==> config.mk <==
export PLATFORM = sky130hd
export DESIGN_NAME = hbs_top
export DESIGN_NICKNAME = d
export VERILOG_FILES = /design/src/inc/hbs_pkg.sv /design/src/hw/hbs_top.sv
export SDC_FILE = /design/constraint.sdc
export NUM_CORES = 1
export LEC_CHECK = 0
export BUFFER_PORTS_ARGS = -buffer_cell sky130_fd_sc_hd__buf_4
export CORE_MARGIN = 1.5
export CORE_UTILIZATION = 40
export CTS_CLUSTER_DIAMETER = 30
export DETAILED_ROUTE_END_ITERATION = 8
export HOLD_SLACK_MARGIN = 0.03
export PLACE_DENSITY = 0.59
export SLEW_MARGIN = 20
export SYNTH_ARGS = -nofsm -noshare
export SYNTH_HDL_FRONTEND = slang
export SYNTH_SLANG_ARGS = --single-unit
==> constraint.sdc <==
create_clock -name clk -period 3.68 [get_ports clk]
set_clock_uncertainty 0.15 [all_clocks]
set_input_delay 0.184 -clock clk [delete_from_list [all_inputs] [get_ports clk]]
set_output_delay 0.184 -clock clk [all_outputs]
set_load 0.02 [all_outputs]
==> src/inc/hbs_pkg.sv <==
// Overview of operation
// - The closing phase starts when the first of the standstill timer or the pulse suppress delay timer runs out.
// - The sequence runs by itself from the drive sequence control and watches for standstill within it.
// - The brake is released whenever the forced release input is high, a brake is configured and the unconditional apply input is 0.
// - The brake is applied whenever the unconditional apply input is 1, overriding all other state.
// - The brake is applied once the speed controller enable is withdrawn; from HBS_RUN it is applied after the stopping phase, as for an off command.
// - With configuration 3 the brake follows the sequence control on a free output that the user wires to a relay.
// - With configuration 0 and a brake detected during first commissioning, the configuration becomes 1 and a fault is raised until acknowledged.
// - The motor is held from accelerating until the release time has passed after the release command.
// - Output pulses are suppressed only after the closing time has passed after the close command.
// - Release and apply commands from the control unit are combined with internal state to drive the brake output.
// - Bit 12 of the brake status word shows that the brake is open.
// - Bit 13 of the brake status word carries the command to close the brake.
package hbs_pkg;
	// ==========================================================
	// Sizes and codes
	localparam int          SPEED_W        = 16;
	localparam int          TIME_W         = 16;
	localparam int          STATUS_W       = 16;
	localparam int          CFG_W          = 2;
	localparam logic [1:0]  CFG_NONE       = 2'h0;
	localparam logic [1:0]  CFG_SEQ        = 2'h1;
	localparam logic [1:0]  CFG_FREE_OUT   = 2'h3;
	localparam int          OPEN_BIT       = 12;
	localparam int          CLOSE_CMD_BIT  = 13;
	// ==========================================================
	// Timing: times are given in ms, one tick per ms
	localparam int          CLK_HZ         = 100000000;
	localparam int          TICK_MS        = 1;
	localparam int          TICK_CYCLES    = CLK_HZ / 1000 * TICK_MS;
	localparam int          TICK_CNT_W     = 17;

	typedef enum logic [5:0] {
		HBS_IDLE    = 6'h01,
		HBS_OPENING = 6'h02,
		HBS_RUN     = 6'h04,
		HBS_STOPPING= 6'h08,
		HBS_CLOSING = 6'h10,
		HBS_NOBRAKE = 6'h20
	} hbs_state_e;
endpackage

==> src/hw/hbs_top.sv <==
module hbs_top #(
	parameter int TICK_CYCLES = hbs_pkg::TICK_CYCLES
) (
	input  wire logic                           clk,
	input  wire logic                           rst,
	input  wire logic                           on_cmd,
	input  wire logic                           force_release_in,
	input  wire logic                           force_apply_in,
	input  wire logic                           speed_ctrl_enable_in,
	input  wire logic                           brake_present_in,
	input  wire logic                           first_commission,
	input  wire logic                           fault_ack,
	input  wire logic [hbs_pkg::CFG_W-1:0]      brake_config,
	input  wire logic [hbs_pkg::TIME_W-1:0]     brake_release_time,
	input  wire logic [hbs_pkg::TIME_W-1:0]     brake_closing_time,
	input  wire logic [hbs_pkg::SPEED_W-1:0]    standstill_threshold,
	input  wire logic [hbs_pkg::TIME_W-1:0]     standstill_monitor_time,
	input  wire logic [hbs_pkg::TIME_W-1:0]     pulse_suppress_delay,
	input  wire logic signed [hbs_pkg::SPEED_W-1:0] speed_setpoint,
	input  wire logic signed [hbs_pkg::SPEED_W-1:0] speed_actual,
	output logic                                brake_out,
	output logic                                pulse_enable,
	output logic                                accel_enable,
	output logic                                brake_detected_fault,
	output logic [hbs_pkg::CFG_W-1:0]           config_eff,
	output logic [hbs_pkg::STATUS_W-1:0]        brake_status
);
	// ==========================================================
	// Input synchronisers for pins
	logic [7:0] s1_reg;
	logic [7:0] s2_reg;
	logic [7:0] pins;
	assign pins = {on_cmd, force_release_in, force_apply_in, speed_ctrl_enable_in,
		brake_present_in, first_commission, fault_ack, 1'b0};
	always_ff @(posedge clk or posedge rst) begin
		if (rst) begin
			s1_reg <= 8'h00;
			s2_reg <= 8'h00;
		end else begin
			s1_reg <= pins;
			s2_reg <= s1_reg;
		end
	end
	logic on_s, frel_s, fapp_s, sen_s, pres_s, fc_s, ack_s;
	assign {on_s, frel_s, fapp_s, sen_s, pres_s, fc_s, ack_s} = s2_reg[7:1];

	function automatic logic [hbs_pkg::SPEED_W-1:0] mag(input logic signed [hbs_pkg::SPEED_W-1:0] v);
		mag = v[hbs_pkg::SPEED_W-1] ? (~v + 16'h0001) : v;
	endfunction

	// ==========================================================
	// Millisecond tick
	logic [hbs_pkg::TICK_CNT_W-1:0] div_reg;
	logic [hbs_pkg::TICK_CNT_W-1:0] div_next;
	logic                           tick;
	always_comb begin
		tick = (div_reg == hbs_pkg::TICK_CNT_W'(TICK_CYCLES - 1));
		div_next = tick ? '0 : div_reg + 17'h00001;
	end
	always_ff @(posedge clk or posedge rst) begin
		if (rst) div_reg <= '0;
		else div_reg <= div_next;
	end

	// ==========================================================
	// Configuration and detection fault
	logic [1:0] cfg_reg;
	logic [1:0] cfg_next;
	logic       cfg_ov_reg;
	logic       cfg_ov_next;
	logic       flt_reg;
	logic       flt_next;
	always_comb begin
		cfg_ov_next = cfg_ov_reg;
		flt_next = flt_reg;
		if (!cfg_ov_reg && fc_s && pres_s && brake_config == hbs_pkg::CFG_NONE) begin
			cfg_ov_next = 1'b1;
		end
		if (ack_s) flt_next = 1'b0;
		if (!cfg_ov_reg && fc_s && pres_s && brake_config == hbs_pkg::CFG_NONE) flt_next = 1'b1;
		cfg_next = (cfg_ov_next && brake_config == hbs_pkg::CFG_NONE) ? hbs_pkg::CFG_SEQ : brake_config;
	end
	always_ff @(posedge clk or posedge rst) begin
		if (rst) begin
			cfg_reg <= 2'h0;
			cfg_ov_reg <= 1'b0;
			flt_reg <= 1'b0;
		end else begin
			cfg_reg <= cfg_next;
			cfg_ov_reg <= cfg_ov_next;
			flt_reg <= flt_next;
		end
	end

	// ==========================================================
	// Standstill detection
	logic standstill;
	assign standstill = (mag(speed_setpoint) < standstill_threshold) ||
		(mag(speed_actual) < standstill_threshold);

	// ==========================================================
	// Brake sequence
	hbs_pkg::hbs_state_e st_reg, st_next;
	logic [hbs_pkg::TIME_W-1:0] t_reg, t_next;
	logic [hbs_pkg::TIME_W-1:0] ss_reg, ss_next;
	logic [hbs_pkg::TIME_W-1:0] pd_reg, pd_next;
	logic ss_run_reg, ss_run_next;
	logic brk_reg, brk_next, pe_reg, pe_next, acc_reg, acc_next, ccmd_reg, ccmd_next;
	logic has_brake, stop_req, ss_done, pd_done;
	always_comb begin
		has_brake = (cfg_reg != hbs_pkg::CFG_NONE);
		stop_req = !on_s || !sen_s || fapp_s;
		ss_done = ss_run_reg && (ss_reg >= standstill_monitor_time);
		pd_done = pd_reg >= pulse_suppress_delay;
		st_next = st_reg;
		t_next = t_reg;
		ss_next = ss_reg;
		pd_next = pd_reg;
		ss_run_next = ss_run_reg;
		unique case (st_reg)
			hbs_pkg::HBS_IDLE: begin
				t_next = '0;
				ss_run_next = 1'b0;
				ss_next = '0;
				pd_next = '0;
				if (on_s && sen_s && !fapp_s) st_next = has_brake ? hbs_pkg::HBS_OPENING : hbs_pkg::HBS_NOBRAKE;
			end
			hbs_pkg::HBS_OPENING: begin
				if (tick) t_next = t_reg + 16'h0001;
				if (stop_req) begin
					st_next = hbs_pkg::HBS_CLOSING;
					t_next = '0;
				end else if (t_reg >= brake_release_time) begin
					st_next = hbs_pkg::HBS_RUN;
				end
			end
			hbs_pkg::HBS_RUN: begin
				if (stop_req) begin
					st_next = hbs_pkg::HBS_STOPPING;
					ss_next = '0;
					pd_next = '0;
					ss_run_next = 1'b0;
				end
			end
			hbs_pkg::HBS_STOPPING: begin
				if (standstill) ss_run_next = 1'b1;
				if (tick && ss_run_reg) ss_next = ss_reg + 16'h0001;
				if (tick) pd_next = pd_reg + 16'h0001;
				if (ss_done || pd_done || fapp_s) begin
					st_next = hbs_pkg::HBS_CLOSING;
					t_next = '0;
				end
			end
			hbs_pkg::HBS_CLOSING: begin
				if (tick) t_next = t_reg + 16'h0001;
				if (t_reg >= brake_closing_time) st_next = hbs_pkg::HBS_IDLE;
			end
			hbs_pkg::HBS_NOBRAKE: begin
				if (stop_req) st_next = hbs_pkg::HBS_IDLE;
			end
			default: st_next = hbs_pkg::HBS_IDLE;
		endcase
		pe_next = (st_next != hbs_pkg::HBS_IDLE);
		acc_next = (st_next == hbs_pkg::HBS_RUN) || (st_next == hbs_pkg::HBS_STOPPING) ||
			(st_next == hbs_pkg::HBS_NOBRAKE);
		brk_next = has_brake && ((st_next == hbs_pkg::HBS_OPENING) || (st_next == hbs_pkg::HBS_RUN) ||
			(st_next == hbs_pkg::HBS_STOPPING));
		if (has_brake && frel_s) brk_next = 1'b1;
		if (fapp_s) brk_next = 1'b0;
		if (!has_brake) brk_next = 1'b0;
		// Close command is the inverse of the final brake command when a brake is configured, forced release included
		ccmd_next = has_brake && !brk_next;
	end
	always_ff @(posedge clk or posedge rst) begin
		if (rst) begin
			st_reg <= hbs_pkg::HBS_IDLE;
			t_reg <= '0;
			ss_reg <= '0;
			pd_reg <= '0;
			ss_run_reg <= 1'b0;
			brk_reg <= 1'b0;
			pe_reg <= 1'b0;
			acc_reg <= 1'b0;
			ccmd_reg <= 1'b0;
		end else begin
			st_reg <= st_next;
			t_reg <= t_next;
			ss_reg <= ss_next;
			pd_reg <= pd_next;
			ss_run_reg <= ss_run_next;
			brk_reg <= brk_next;
			pe_reg <= pe_next;
			acc_reg <= acc_next;
			ccmd_reg <= ccmd_next;
		end
	end

	// ==========================================================
	// Status word
	logic [hbs_pkg::STATUS_W-1:0] stat_reg, stat_next;
	always_comb begin
		stat_next = '0;
		stat_next[hbs_pkg::OPEN_BIT] = brk_reg;
		stat_next[hbs_pkg::CLOSE_CMD_BIT] = ccmd_reg;
	end
	always_ff @(posedge clk or posedge rst) begin
		if (rst) stat_reg <= '0;
		else stat_reg <= stat_next;
	end

	assign brake_out = brk_reg;
	assign pulse_enable = pe_reg;
	assign accel_enable = acc_reg;
	assign brake_detected_fault = flt_reg;
	assign config_eff = cfg_reg;
	assign brake_status = stat_reg;
endmodule

Word level (Yosys, flattened, before mapping)
Cells that the tools add are included.

Bits in writable memories: 0. Bits of input ports: 123. Memories: 0. Register bits: 96. Bits in read-only memories: 0. Latch bits: 0. Logic and storage cells: 112. Output and inout port bits: 22.

Magnitude comparators: 6. Muxes and demuxes: 31. Reduce and logical (&&, ||, !) cells: 34. $mul: 0. Add/sub/neg operators: 6. Equality and inequality tests: 17. Bitwise logic cells: 2. Divide/modulo/power cells: 0. Shift-type cells: 0.

Operators with widths (count): $mux W16 (8); $pmux W16 S3 (2); $add A16 B1 Y16 const B (5); $ge A16 B16 Y1 (4); $pmux W16 S4 (1); $mux W6 (8); $pmux W6 S6 (1); $lt A16 B16 Y1 (2); $not A16 Y16 (2); $add A17 B1 Y17 const B (1); $eq A17 B17 Y1 const B (1); $mux W17 (1); $eq A6 B2 Y1 const B (2); $eq A6 B3 Y1 const B (2); $eq A6 B4 Y1 const B (2); $eq A6 B6 Y1 const B (2); $logic_and A1 B1 Y1 (11); $ne A2 B2 Y1 const B (5); $logic_or A1 B1 Y1 (9); $reduce_and A3 Y1 (3); $mux W1 (8); $eq A6 B1 Y1 const B (1); $eq A6 B5 Y1 const B (1); $ne A6 B1 Y1 const B (1); 8 further kinds (13).

Longest topological paths before layout
Depth in word-level cells: 15. Depth in mapped cells: 15. Gate-level depth less buffers: 15.

Worst setup path before layout
OpenSTA, ideal clock, no wires.

Kind: in2reg. Start: input speed_setpoint[1] (netlist name). End: register ss_run_reg. Library setup time: 65 ps. Data arrival time: 2663 ps. Slack: 803 ps. Cell stages on the path: 14. Cells stage by stage: inv_1 -> ha_1 -> nand2_1 -> or3_1 -> or3_1 -> o41ai_1 -> xnor2_1 -> ha_1 -> a21o_1 -> a211oi_1 -> o211a_1 -> o31ai_1 -> o221ai_1 -> o21a_1.

Word-level cells in the longest chain between the ends: 7.

Ends and longest elaborated chain: from (decl) (RTL line hbs_top.sv:19) `input wire logic signed [hbs_pkg::SPEED_W-1:0] speed_setpoint,`; $not A16 Y16 (RTL line hbs_top.sv:48) `mag = v[hbs_pkg::SPEED_W-1] ? (~v + 16'h0001) : v;`; $add A16 B1 Y16 (RTL line hbs_top.sv:48); $mux W16 * (RTL line hbs_top.sv:48); $lt A16 B16 Y1 * (RTL line hbs_top.sv:98) `assign standstill = (mag(speed_setpoint) < standstill_threshold) ||`; $logic_or A1 B1 Y1 * (RTL line hbs_top.sv:98); $ne A2 B2 Y1 (no line) *; $reduce_and A3 Y1 (no line) *; to (signal assigned) (RTL line hbs_top.sv:190) `ss_run_reg <= ss_run_next;`; to (decl) (RTL line hbs_top.sv:107) `logic ss_run_reg, ss_run_next;`.

Mark *: on every way between the ends. The rest lies on a longest branch, timed or not. A chain may end at the register's enable or synchronous reset.

Worst setup path after layout
Same ends and word-level chain as after synthesis.

==> PnR_summary.wiki <==
{| class="wikitable"
! Metric !! Value
|-
| Signal arrival time at the worst endpoint || roughly 3.0 ns
|-
| CTS Sinks || between 90 and 100
|-
| CTS HTree Levels || 3
|-
| Number of filler instances in the final layout || approximately 1,800
|-
| Via count of the first global-routing pass || around 6,100
|-
| Tightest Hold Check Type || flop to flop
|-
| Diode insertion count for antenna repair || 0
|-
| Pwr dens || about 300 nW/um^2
|-
| List of cells traversed by the critical path || buf_4, inv_1, ha_1, nand2_1, or3_1, or3_1, o41ai_1, xnor2_1, ha_1, a21o_1, a211oi_1, o211a_1, o31ai_1, o221ai_1, o21a_1
|-
| Post-route ant nets || 0
|-
| Worst Tran Pin Value || between 0.7 and 0.8 ns
|-
| Crit Path Max Fanout || 4
|-
| Post-synthesis sequential element count || 96
|-
| Synth async-reset ratio || between 90% and 100%
|-
| TritonCTS clock tree || built
|-
| Max reg flops || 17
|-
| GR Util All Layers || 17.5%
|-
| Clock insertion delay at the later pin of the skew report || 0.36 ns
|-
| Maximum number of buffers from clock root to sink || 2
|-
| Setup violations, final || 0
|-
| Fraction of final layout cells with drive strength greater than 1 || 17.1%
|-
| Overflow left after global routing || 0
|-
| Capturing element type of the critical path || flop
|-
| Port buffer count || between 100 and 150
|-
| Critical path's slowest cell || sky130_fd_sc_hd__o41ai_1
|-
| Crit path from || speed_setpoint[1]
|-
| Min-Delay Startpoint || s1_reg[5]
|-
| Count of standard-cell rows || 49
|-
| Placer's final routability congestion estimate || 0.780
|-
| Clock root buffer master || sky130_fd_sc_hd__clkbuf_16
|-
| Timing-limited maximum frequency || about 350 MHz
|-
| Post-Layout Inst Area || 9080 sq um
|-
| Post-detailed-routing wire length || approximately 16 mm
|-
| Number of library cell types mapped by synthesis || between 60 and 70
|-
| Placed Instance Area || a little under 9000 sq um
|-
| Max-slew headroom || between 50% and 60%
|-
| Crit path largest cell delay || approximately 0.40 ns
|-
| Total of max-cap violations || 0
|-
| Count of TritonRoute iterations in the first routing pass || 6
|-
| Post-synthesis to final-layout area growth || 21.2%
|-
| Number of warnings issued by yosys || 0
|-
| Peak VDD IR || 0.208 mV
|-
| Number of synthesized flops with an enable pin || 0
|-
| Syn Area/Cell || around 8.7 sq um
|-
| Failing checks || design-rule violations
|-
| Height of the die || roughly 140 microns
|-
| Netlist area before placement || between 7000 and 8000 sq um
|-
| Layout net count || between 1,000 and 1,500
|-
| Number of buffers created by CTS || 9
|-
| Leakage power || between 4 and 5 nW
|-
| Die width || 140 microns
|-
| Cells resized by post-CTS repair || 0
|-
| Launch point of the worst reg-to-reg path || div_reg[12]
|-
| Unrepaired setup endpoints after global routing || false
|-
| Minimum period implied by the final worst setup slack || around 2.8 ns
|-
| Post-detailed-route wirelength per cell || 13.2 microns
|-
| Initial cell density of the core || just over 40%
|-
| Maximum number of pins on one net before global-route repair || 80
|-
| CP startpoint kind || primary input
|-
| Ports placed on the boundary || ~150
|-
| Dpl hpwl || about 13 mm
|-
| Drt initial violations || about 420
|-
| Number of vias in the routed layout || 6,315
|-
| Kind of critical path || primary input to flop
|-
| Worst-path clk slew || approximately 0.080 ns
|-
| Total negative slack || 0 ns
|-
| Core Region || around 18,000 sq um
|-
| Pins over their slew limit || 0
|-
| DRC viols || 5
|-
| Hold Vio Cnt, Final || 0
|-
| Average via count per standard cell || between 5 and 6
|-
| Post-Synthesis Cells || approximately 860
|-
| Most common flop cell mapped by yosys || sky130_fd_sc_hd__dfrtp_1
|-
| Post-synthesis sequential area ratio || between 30% and 40%
|-
| Required time of the worst setup path || ~3.8 ns
|-
| Total die area || roughly 20,000 sq um
|-
| Status || finished, violations left
|-
| Tcrit/Tclk final || just under 80%
|-
| First-pass GRT wire length || about 28 mm
|-
| Initial antenna violation count || 0
|}
==> final timing paths <==
kind | cells past startpoint | slack [ns] | end
worst max-delay path | 15 | 0.85 | ss_run_reg
worst min-delay path | 0 | 0.20 | s2_reg[5]
worst max register to register | 6 | 0.91 | t_reg[15]
worst min register to register | 0 | 0.20 | s2_reg[5]
max in group asynchronous | 4 | 2.38 | pd_reg[5]
min in group asynchronous | 3 | 0.35 | div_reg[3]
==> kinds of logic (layout without fill, tap and decap cells) <==
kind of cell	Yosys count	in the layout	share of synthesized area, %
adders and majority gates	100	100	16.7
xor gates and xnor gates	64	64	7.48
buffers and inverters	137	264	7.77
DFF	96	96	32.1
AOI/OAI and AO/OA	197	197	17.0
muxes	1	1	0.150
and+or+nand+nor	268	268	18.8
other	1	14	0.0501
==> what timing repair did <==
item                                   in CTS  in global routing
hold buffers                               10                  0
buffers inserted                            0                  0
endpoints found under the hold margin      87                  0
==> final cells by class <==
type / instances / area [sq um] / share of cell area, %
Clock buffer: 9 / 225 / 2.48
Clock inverter: 7 / 86.3 / 0.951
Inverter: 100 / 380 / 4.19
Multi-Input combinational cell: 644 / 4560 / 50.2
Sequential cell: 96 / 2400 / 26.5
Tap cell: 229 / 287 / 3.16
Timing Repair Buffer: 148 / 1140 / 12.5
==> worst max-delay path, delay by kind of cell <==
family	cells	cell delay, ns
simple gates	3	0.77
xor+xnor	1	0.16
buf+inv	2	0.19
compound gates	7	1.25
fa+ha+maj	2	0.41
==> synthesized netlist by cell type (all sizes together), types with 2 or more instances <==
library cell  number  area [sq um]
ha               100          1250
inv              100           375
dfrtp             95          2380
nor2              67           259
o21ai             66           330
nand2             53           199
xnor2             47           412
a21oi             39           195
nand3             31           155
nor3              20           110
buf               19           139
clkbuf            18          67.6
and3              17           106
xor2              17           149
nand4             16           106
or3               16           105
a21o              12          90.1
o31ai             12          90.1
a211oi            11          82.6
o211ai            10          80.1
a31oi              9          56.3
nand2b             9          56.3
o41ai              8          70.1
nor2b              7          43.8
and4               6          52.6
o21a               6          45.0
and2               4          25.0
or2                4          25.0
nand3b             3          22.5
nor4               3          33.8
or4                3          22.5
a2111oi            2          17.5
a22o               2          17.5
a32o               2          20.0
nor3b              2          15.0
nor4bb             2          20.0
o2111ai            2          23.8
o211a              2          20.0
o221ai             2          17.5
o311a              2          20.0
==> where the power goes <==
part | total (mW) | internal, mW | switching (mW)
sequential | 1.13 | 1.09 | 0.0414
combinational | 0.623 | 0.282 | 0.341
clock | 0.965 | 0.492 | 0.474
==> cells in the final DEF, fill, tap and decap left out, drive strengths merged, types with 3 or more instances in the layout <==
cell / instances
nor4: 3
xor2: 17
and4: 6
o21ai: 66
nand3: 31
conb: 14
o41ai: 8
a31oi: 9
nor2b: 7
or4: 3
nand2b: 9
a211oi: 11
xnor2: 47
nor2: 67
inv: 105
nor3: 20
o211ai: 10
nand4: 16
o21a: 6
a21o: 12
dfrtp: 95
nand2: 53
dlygate4sd3: 10
nand3b: 3
and2: 4
o31ai: 12
and3: 17
a21oi: 39
or3: 16
ha: 100
clkbuf: 9
buf: 138
or2: 4
==> routing by layer <==
metal	vias up	GRT usage [%]	part of all wire (%)
li1	3304	-	-
met1	2907	22.6	47
met2	104	30.9	50
met3	0	3.58	3.7
met4	0	2.66	0
met5	-	0	0
==> through the flow <==
stage	setup WS (ns)	std cells	utilization (%)	hold WS (ns)	power, mW
2_1_floorplan	0.803	877	-	0.0654	1.53
3_3_place_gp	0.521	1207	47.7	0.145	1.77
3_5_place_dp	0.519	1207	47.7	0.146	1.77
4_1_cts	0.871	1233	50.0	0.204	2.76
5_1_grt	0.611	1233	50.0	0.206	2.89
6_report	0.850	1233	50.0	0.200	2.72
(Power assumes the default switching activity.)
